--- config.mk ---
export PLATFORM = sky130hd
export DESIGN_NAME = xeo_unit
export DESIGN_NICKNAME = d
export VERILOG_FILES = /design/src/hw/xeo_pkg.sv /design/src/hw/xeo_flags.sv /design/src/hw/xeo_unit.sv
export SDC_FILE = /design/constraint.sdc
export NUM_CORES = 1
export LEC_CHECK = 0
export ABC_CLOCK_PERIOD_IN_PS = 6500
export BUFFER_PORTS_ARGS = -buffer_cell sky130_fd_sc_hd__buf_2
export CAP_MARGIN = 40
export CORE_ASPECT_RATIO = 1.1
export CORE_MARGIN = 4
export CORE_UTILIZATION = 58
export CTS_CLUSTER_SIZE = 14
export DETAILED_ROUTE_END_ITERATION = 12
export PLACE_DENSITY = 0.9
export REMOVE_ABC_BUFFERS = 1
export SLEW_MARGIN = 20
export SYNTH_ARGS = -nofsm -noshare
export SYNTH_HDL_FRONTEND = slang
export SYNTH_SLANG_ARGS = --single-unit
--- constraint.sdc ---
create_clock -name clock_i -period 6.5 [get_ports clock_i]
set_clock_uncertainty 0.1 [all_clocks]
set_input_delay 0.325 -clock clock_i [delete_from_list [all_inputs] [get_ports clock_i]]
set_output_delay 0.325 -clock clock_i [all_outputs]
set_load 0.02 [all_outputs]
--- src/hw/xeo_pkg.sv ---
// Constants for the exclusive-NOR, configuration word and EEPROM load unit
package xeo_pkg;
    // ****************************************
    // Data widths and register selection
    // ****************************************
    localparam int XEO_DW = 24;
    localparam int XEO_AW = 13;
    localparam int XEO_PW = 8;
    localparam logic [1:0] XEO_REG_X = 2'h0;
    localparam logic [1:0] XEO_REG_Y = 2'h1;
    localparam logic [1:0] XEO_REG_Z = 2'h2;
    localparam logic [1:0] XEO_REG_R = 2'h3;
    localparam logic [XEO_DW-1:0] XEO_ZERO = 24'h00_0000;
    // ****************************************
    // Memory image layout
    // ****************************************
    localparam int XEO_CFG_WORDS = 16;
    localparam int XEO_CFG_BYTES_PER_WORD = 3;
    localparam logic [XEO_AW-1:0] XEO_CFG_BASE = 13'h0000;
    localparam logic [XEO_AW-1:0] XEO_CODE_BASE = 13'h0030;
    // ****************************************
    // Instruction lengths in bytes and cycles
    // ****************************************
    localparam logic [2:0] XEO_XNR_REG_BYTES = 3'h2;
    localparam logic [2:0] XEO_XNR_IMM_BYTES = 3'h5;
    localparam logic [2:0] XEO_CFG_BYTES = 3'h3;
    localparam logic [2:0] XEO_LDE_BYTES = 3'h1;
    localparam logic [2:0] XEO_XNR_REG_CYC = 3'h3;
    localparam logic [2:0] XEO_XNR_IMM_CYC = 3'h6;
    localparam logic [2:0] XEO_LDE_CYC = 3'h6;
    localparam logic [2:0] XEO_CYC_ONE = 3'h1;
    // ****************************************
    // Operations and sequencer states
    // ****************************************
    typedef enum logic [1:0]
    {
        XEO_OP_XNR_REG = 2'h0,
        XEO_OP_XNR_IMM = 2'h1,
        XEO_OP_CFG = 2'h2,
        XEO_OP_LDE = 2'h3
    } xeo_op_t;
    typedef enum logic [2:0]
    {
        XEO_ST_IDLE = 3'b001,
        XEO_ST_RUN = 3'b010,
        XEO_ST_DONE = 3'b100
    } xeo_state_t;
endpackage

--- src/hw/xeo_flags.sv ---
// Sign and nonzero flag evaluation of a working register value
`timescale 1ns/100ps
module xeo_flags
    import xeo_pkg::*;
(
    input wire logic [XEO_DW-1:0] value_i,
    output logic sign_o,
    output logic nonzero_o
);
    assign sign_o = value_i[XEO_DW-1];
    assign nonzero_o = (value_i != XEO_ZERO);
endmodule

--- src/hw/xeo_unit.sv ---
// Execution unit for exclusive-NOR, configuration word and EEPROM load
//
// Overview of operation
// - Exclusive-NOR stores the bitwise equivalence and updates both flags.
// - Target is x, y, z or r; source is one of them or a 24-bit constant.
// - Exclusive-NOR is 2 bytes with a register source, 5 with a constant.
// - Exclusive-NOR takes 3 cycles on a register source, 6 on a constant.
// - A configuration word is 3 bytes, stored verbatim with flags untouched.
// - Image bytes 0 to 47 hold sixteen 24-bit configuration words for setup.
// - User code starts at byte 48, right after the configuration area.
// - EEPROM load copies the word at the RAM pointer and updates the flags.
// - EEPROM load is 1 byte long and completes in 6 cycles.
// - EEPROM load holds one stack entry while it runs and frees it after.
// - Sign is set for a negative value, nonzero for any value but zero.
`timescale 1ns/100ps
module xeo_unit
    import xeo_pkg::*;
(
    input wire logic clock_i,
    input wire logic nrst_i,
    input wire logic start_i,
    input wire logic [1:0] op_i,
    input wire logic [1:0] dst_sel_i,
    input wire logic [1:0] src_sel_i,
    input wire logic [XEO_DW-1:0] imm_i,
    input wire logic [XEO_PW-1:0] ram_ptr_i,
    input wire logic [XEO_DW-1:0] eep_rdata_i,
    output logic busy_o,
    output logic done_o,
    output logic [2:0] op_bytes_o,
    output logic [XEO_DW-1:0] reg_x_o,
    output logic [XEO_DW-1:0] reg_y_o,
    output logic [XEO_DW-1:0] reg_z_o,
    output logic [XEO_DW-1:0] reg_r_o,
    output logic sign_o,
    output logic nonzero_o,
    output logic eep_rd_o,
    output logic [XEO_PW-1:0] eep_addr_o,
    output logic stack_hold_o,
    output logic cfg_we_o,
    output logic [XEO_AW-1:0] cfg_addr_o,
    output logic [XEO_DW-1:0] cfg_wdata_o,
    output logic cfg_full_o,
    output logic [XEO_AW-1:0] code_base_o
);
    // ****************************************
    // State and working registers
    // ****************************************
    xeo_state_t state_reg, state_next;
    xeo_op_t op_reg;
    logic [2:0] cnt_reg, cnt_next;
    logic [1:0] dst_reg;
    logic [XEO_DW-1:0] opb_reg;
    logic [XEO_DW-1:0] wreg_reg [4];
    logic sign_reg, nonzero_reg;
    logic busy_reg, done_reg, eep_rd_reg, stack_reg;
    logic [2:0] bytes_reg;
    logic [XEO_PW-1:0] eep_addr_reg;
    logic cfg_we_reg;
    logic [XEO_AW-1:0] cfg_addr_reg;
    logic [XEO_DW-1:0] cfg_wdata_reg;
    logic [4:0] cfg_count_reg;
    logic cfg_full_reg;

    // ****************************************
    // Decode
    // ****************************************
    wire logic is_imm = (op_i == XEO_OP_XNR_IMM);
    wire logic is_lde = (op_i == XEO_OP_LDE);
    wire logic is_cfg = (op_i == XEO_OP_CFG);
    // Constant form needs three extra fetch cycles for the immediate bytes
    wire logic [2:0] cyc_sel = is_imm ? XEO_XNR_IMM_CYC :
                              is_lde ? XEO_LDE_CYC :
                              XEO_XNR_REG_CYC;
    wire logic [2:0] bytes_sel = is_imm ? XEO_XNR_IMM_BYTES :
                                is_lde ? XEO_LDE_BYTES :
                                is_cfg ? XEO_CFG_BYTES :
                                XEO_XNR_REG_BYTES;
    wire logic [XEO_DW-1:0] opb_sel = is_imm ? imm_i
                                             : wreg_reg[src_sel_i];
    wire logic cfg_ok = (cfg_count_reg < 5'(XEO_CFG_WORDS));
    wire logic accept = (state_reg == XEO_ST_IDLE) && start_i;
    wire logic last = (state_reg == XEO_ST_RUN) && (cnt_reg == XEO_CYC_ONE);
    wire logic [XEO_DW-1:0] xnr_res = ~(wreg_reg[dst_reg] ^ opb_reg);
    wire logic [XEO_DW-1:0] result = (op_reg == XEO_OP_LDE) ? eep_rdata_i
                                                              : xnr_res;
    wire logic res_sign, res_nz;

    xeo_flags u_flags
    (
        .value_i(result),
        .sign_o(res_sign),
        .nonzero_o(res_nz)
    );

    // ****************************************
    // Sequencer
    // ****************************************
    // Configuration words are a single store, so they never enter RUN
    always_comb
    begin
        state_next = state_reg;
        cnt_next = cnt_reg;
        case (state_reg)
            XEO_ST_IDLE:
            begin
                if (start_i && !is_cfg)
                begin
                    state_next = XEO_ST_RUN;
                    cnt_next = cyc_sel - XEO_CYC_ONE;
                end
            end
            XEO_ST_RUN:
            begin
                cnt_next = cnt_reg - XEO_CYC_ONE;
                if (cnt_reg == XEO_CYC_ONE)
                    state_next = XEO_ST_DONE;
            end
            XEO_ST_DONE:
                state_next = XEO_ST_IDLE;
            default:
                state_next = XEO_ST_IDLE;
        endcase
    end

    always_ff @(posedge clock_i or negedge nrst_i)
    begin
        if (!nrst_i)
        begin
            state_reg <= XEO_ST_IDLE;
            cnt_reg <= 3'h0;
            op_reg <= XEO_OP_XNR_REG;
            dst_reg <= XEO_REG_X;
            opb_reg <= XEO_ZERO;
            bytes_reg <= 3'h0;
            eep_addr_reg <= '0;
        end
        else
        begin
            state_reg <= state_next;
            cnt_reg <= cnt_next;
            if (accept)
            begin
                op_reg <= xeo_op_t'(op_i);
                dst_reg <= dst_sel_i;
                opb_reg <= opb_sel;
                bytes_reg <= bytes_sel;
                eep_addr_reg <= ram_ptr_i;
            end
        end
    end

    // ****************************************
    // Status pulses and stack hold
    // ****************************************
    always_ff @(posedge clock_i or negedge nrst_i)
    begin
        if (!nrst_i)
        begin
            busy_reg <= 1'b0;
            done_reg <= 1'b0;
            eep_rd_reg <= 1'b0;
            stack_reg <= 1'b0;
        end
        else
        begin
            busy_reg <= (state_next != XEO_ST_IDLE);
            done_reg <= last || (accept && is_cfg);
            eep_rd_reg <= accept && is_lde;
            // Held from issue to the final cycle of the load
            if (accept && is_lde)
                stack_reg <= 1'b1;
            else if (last)
                stack_reg <= 1'b0;
        end
    end

    // ****************************************
    // Working registers and flags
    // ****************************************
    genvar gi;
    generate
        for (gi = 0; gi < 4; gi++)
        begin : g_wreg
            always_ff @(posedge clock_i or negedge nrst_i)
            begin
                if (!nrst_i)
                    wreg_reg[gi] <= XEO_ZERO;
                else if (last && dst_reg == 2'(gi))
                    wreg_reg[gi] <= result;
            end
        end
    endgenerate

    always_ff @(posedge clock_i or negedge nrst_i)
    begin
        if (!nrst_i)
        begin
            sign_reg <= 1'b0;
            nonzero_reg <= 1'b0;
        end
        else if (last)
        begin
            sign_reg <= res_sign;
            nonzero_reg <= res_nz;
        end
    end

    // ****************************************
    // Configuration image writer
    // ****************************************
    // Extra words beyond the sixteenth are dropped so user code stays intact
    always_ff @(posedge clock_i or negedge nrst_i)
    begin
        if (!nrst_i)
        begin
            cfg_we_reg <= 1'b0;
            cfg_addr_reg <= XEO_CFG_BASE;
            cfg_wdata_reg <= XEO_ZERO;
            cfg_count_reg <= 5'h0;
            cfg_full_reg <= 1'b0;
        end
        else
        begin
            cfg_we_reg <= accept && is_cfg && cfg_ok;
            if (accept && is_cfg && cfg_ok)
            begin
                cfg_wdata_reg <= imm_i;
                cfg_addr_reg <= XEO_CFG_BASE + XEO_AW'(cfg_count_reg * 
                    XEO_CFG_BYTES_PER_WORD);
                cfg_count_reg <= cfg_count_reg + 5'h1;
                // Registered so the full flag leaves the block from a flop
                cfg_full_reg <= (cfg_count_reg + 5'h1 == 5'(XEO_CFG_WORDS));
            end
        end
    end

    // ****************************************
    // Outputs
    // ****************************************
    assign busy_o = busy_reg;
    assign done_o = done_reg;
    assign op_bytes_o = bytes_reg;
    assign reg_x_o = wreg_reg[XEO_REG_X];
    assign reg_y_o = wreg_reg[XEO_REG_Y];
    assign reg_z_o = wreg_reg[XEO_REG_Z];
    assign reg_r_o = wreg_reg[XEO_REG_R];
    assign sign_o = sign_reg;
    assign nonzero_o = nonzero_reg;
    assign eep_rd_o = eep_rd_reg;
    assign eep_addr_o = eep_addr_reg;
    assign stack_hold_o = stack_reg;
    assign cfg_we_o = cfg_we_reg;
    assign cfg_addr_o = cfg_addr_reg;
    assign cfg_wdata_o = cfg_wdata_reg;
    assign cfg_full_o = cfg_full_reg;
    assign code_base_o = XEO_CODE_BASE;
endmodule

==> flow_summary.yaml <==
floorplanning:
  pin_count: 230
  fp.coreArea_mm2: 0.0151
  die_h_um: 138
  dieWidth_um: 126
  start_util_pct: 59.2
  rows: 47
  dieArea_mm2: 0.0174
synth:
  ys_types: 42
  ys_seq_area_share_pct: 51.7
  async_flop_share_pct: 100
  synthAdderAreaFrac_pct: 1.49
  synth_compound_area_share_pct: 8.22
  synth_mux_area_share_pct: 17.9
  synthFlopType: "dfrtp_1"
  yosys.area_share.simple_pct: 12.7
  synth.avg_cell_area_um2: 10.7
  netlist_instances: 831
  synth_top_family_by_area: "multiplexers"
  yosys_register_bits: 184
  synth_xor_xnor_area_share_pct: 3.05
  yosys_warnings: 0
  synth.cell_area_mm2: 0.00891
  synth_edf_count: 0
critical_path:
  cp-start-kind: "flip-flop"
  critPathKind: "flip-flop to flip-flop"
  critPathTopFamily: "multiplexers"
  cp.required_ps: 6690
  cp.arrival_ps: 3250
  crit_path_cell_trace: "buf_4 -> mux4_1 -> xnor2_1 -> mux2i_1 -> nand4_1 -> nor4_1 -> a21oi_1"
  slowest_stage: "mux4_1"
  slowest_delay_ps: 650
  crit_buf_inv: 1
  path_max_fanout: 29
  crit_path_end_kind: "flip-flop"
placed_design:
  io_buffers: 210
  dp_hpwl_um: 17000
  place_congestion: 0.839
  post-place-ws_ps: 3450
grt:
  grt_first_pass_wirelength_um: 38800
  grt_max_degree: 92
  grt_overflow_total: 0
  grt_usage_pct: 28.9
  antenna_found_initial: 1
  grt_pass1_vias: 7250
layout:
  fillers: 1061
  ff_latch_area_mm2: 0.00461
  multi_input_area_mm2: 0.00397
  utilization_pct: 72.4
  finalNetCount: 1104
  area_growth_pct: 22.3
  layout-drive-gt1-share_pct: 29.4
timing:
  tns_ps: 0
  setup_ws_ps: 3440
  fin_crit_ps: 3060
  rsz0062_at_grt: "no"
  whs_ps: 16.3
  worstMarginPinSlew_ps: 808
  max_freq_mhz: 327
  setup-violations-final: 0
  period_share_pct: 47.1
  hold_viol_final: 0
  relSlewSlack_pct: 46.1
  maxSlewViolCount: 0
clock_tree:
  clkLatencyLatePin_ps: 430
  htreeDepth: 4
  cts_resized: 0
  root_buffer: "clkbuf_16"
  post-cts-setup-buffer-count: 0
  clk_pin_slew_ps: 70
  postCtsHoldBufs: 9
  cts_sinks: 184
  tritoncts: "done"
  numCtsBuffers: 17
  clk_path_buf_depth: 2
worst_hold_path:
  hp-class: "input pin to flip-flop"
detailed_routing:
  wl_met1_um: 9590
  routed_wl_um: 25000
  dr_wl_met3_um: 2090
  wl_per_cell_um: 20.2
  firstDrtPassIters: 5
  routed_via_density: 5.84
  dr_wl_met2_um: 12700
  drtIter0Drc: 584
  drc: 0
  highest_layer: "met4"
  vias: 7235
  ant_nets: 0
power:
  powerDensity_mw_per_mm2: 471
  switching_power_w: 0.00213
  internal_power_w: 0.00299
  pwr-share-seq_pct: 35.7
  p_clk_share_pct: 20.0
  p_sw_share_pct: 41.6
  p_comb_share_pct: 44.3
  ir_worst_vdd_mv: 0.254
  power_leakage_nw: 5.51
run:
  cap_viol_max_count: 0
outcome:
  status: "completed"
[worst reg2reg max path, cell delays in order, from the launching register on]
cell	delay (ps)
dfrtp_2	340
buf_4	500
mux4_1	670
xnor2_1	150
mux2i_1	390
nand4_1	180
nor4_1	460
a21oi_1	120
[power by group through the flow]
stage | registers (W) | logic (W) | clock network, W
after global placement | 0.00181 | 0.00214 | 0
after floorplan | 0.00214 | 0.00114 | 0
after CTS | 0.00182 | 0.00228 | 0.00103
final | 0.00183 | 0.00227 | 0.00102
after detailed placement | 0.00184 | 0.00225 | 0
after global routing | 0.00187 | 0.00248 | 0.00108
[Yosys cell counts (2+ instances only)]
library cell,instances,share of area [%]
nand2_1,253,11
dfrtp_1,183,51
o21ai_0,131,7.4
mux2i_1,48,5.4
clkbuf_1,39,1.6
mux4_2,39,9.9
xnor2_1,29,2.9
buf_4,21,1.8
inv_1,10,0.42
ha_1,9,1.3
mux4_1,9,2.7
buf_2,7,0.39
nand4_1,7,0.49
nor2_1,7,0.29
a21oi_1,3,0.17
buf_1,3,0.13
a21o_1,2,0.17
buf_6,2,0.25
conb_1,2,0.084
nand2b_1,2,0.14
nor2b_1,2,0.14
or3_1,2,0.14
xor2_1,2,0.20
[cells in the final DEF (no fill, tap or decap), types with 3 or more instances in the layout]
| master | n |
|---|---|
| conb_1 | 19 |
| mux4_2 | 39 |
| a21oi_1 | 3 |
| buf_4 | 6 |
| buf_16 | 7 |
| clkbuf_16 | 17 |
| nand2_1 | 252 |
| clkbuf_1 | 3 |
| nand4_1 | 7 |
| ha_1 | 9 |
| dlygate4sd3_1 | 9 |
| buf_12 | 3 |
| clkinvlp_4 | 5 |
| inv_1 | 10 |
| nor2_1 | 7 |
| clkbuf_8 | 3 |
| mux2i_1 | 48 |
| dfrtp_1 | 182 |
| o21ai_0 | 131 |
| xnor2_1 | 29 |
| mux4_1 | 9 |
| buf_2 | 209 |
[layer usage]
| metal | GRT usage [%] | vias up |
|---|---|---|
| met5 | 0 | - |
| met4 | 10.1 | 0 |
| met3 | 6.93 | 48 |
| met2 | 48.6 | 366 |
| met1 | 37.1 | 3624 |
| li1 | - | 3197 |
[final cells by class]
class / count / share of cell area (%)
flip-flops and latches: 184 / 42.3
multi-input cells: 581 / 36.4
diodes: 1 / 0.0230
clock buffers: 22 / 4.26
inverters: 10 / 0.345
repair buffers: 235 / 13.3
well taps: 196 / 2.25
clock inverters: 10 / 1.10
[stage by stage]
step	area [µm²]	total power, W	cells
floorplan	8580	0.00328	775
detailed placement	10200	0.00409	1197
global placement	9970	0.00395	1187
finish	10900	0.00513	1239
CTS	10900	0.00513	1238
global route	10900	0.00544	1239
[worst paths after layout]
path,from,endpoint,slack (ps),cells after the start
max in group asynchronous,nrst_i,reg_x_o[5]$_DFFE_PN0P_,4680,5
min,imm_i[3],cfg_wdata_o[3]$_DFFE_PN0P_,20,3
max,dst_reg[0]$_DFFE_PN0N_,nonzero_o$_DFFE_PN0P_,3440,7
max reg2reg,dst_reg[0]$_DFFE_PN0N_,nonzero_o$_DFFE_PN0P_,3440,7
min in group asynchronous,nrst_i,eep_addr_o[2]$_DFFE_PN0N_,230,2
min reg2reg,eep_addr_o[2]$_DFFE_PN0N_,eep_addr_o[2]$_DFFE_PN0N_,370,2
[logic make-up after synthesis]
family,count (synthesis)
compound gates,142
xor+xnor,31
fa+ha+maj,10
buf+inv,83
flops,184
mux,96
other cells,2
simple gates,283
Power figures use the tool's default switching activity.
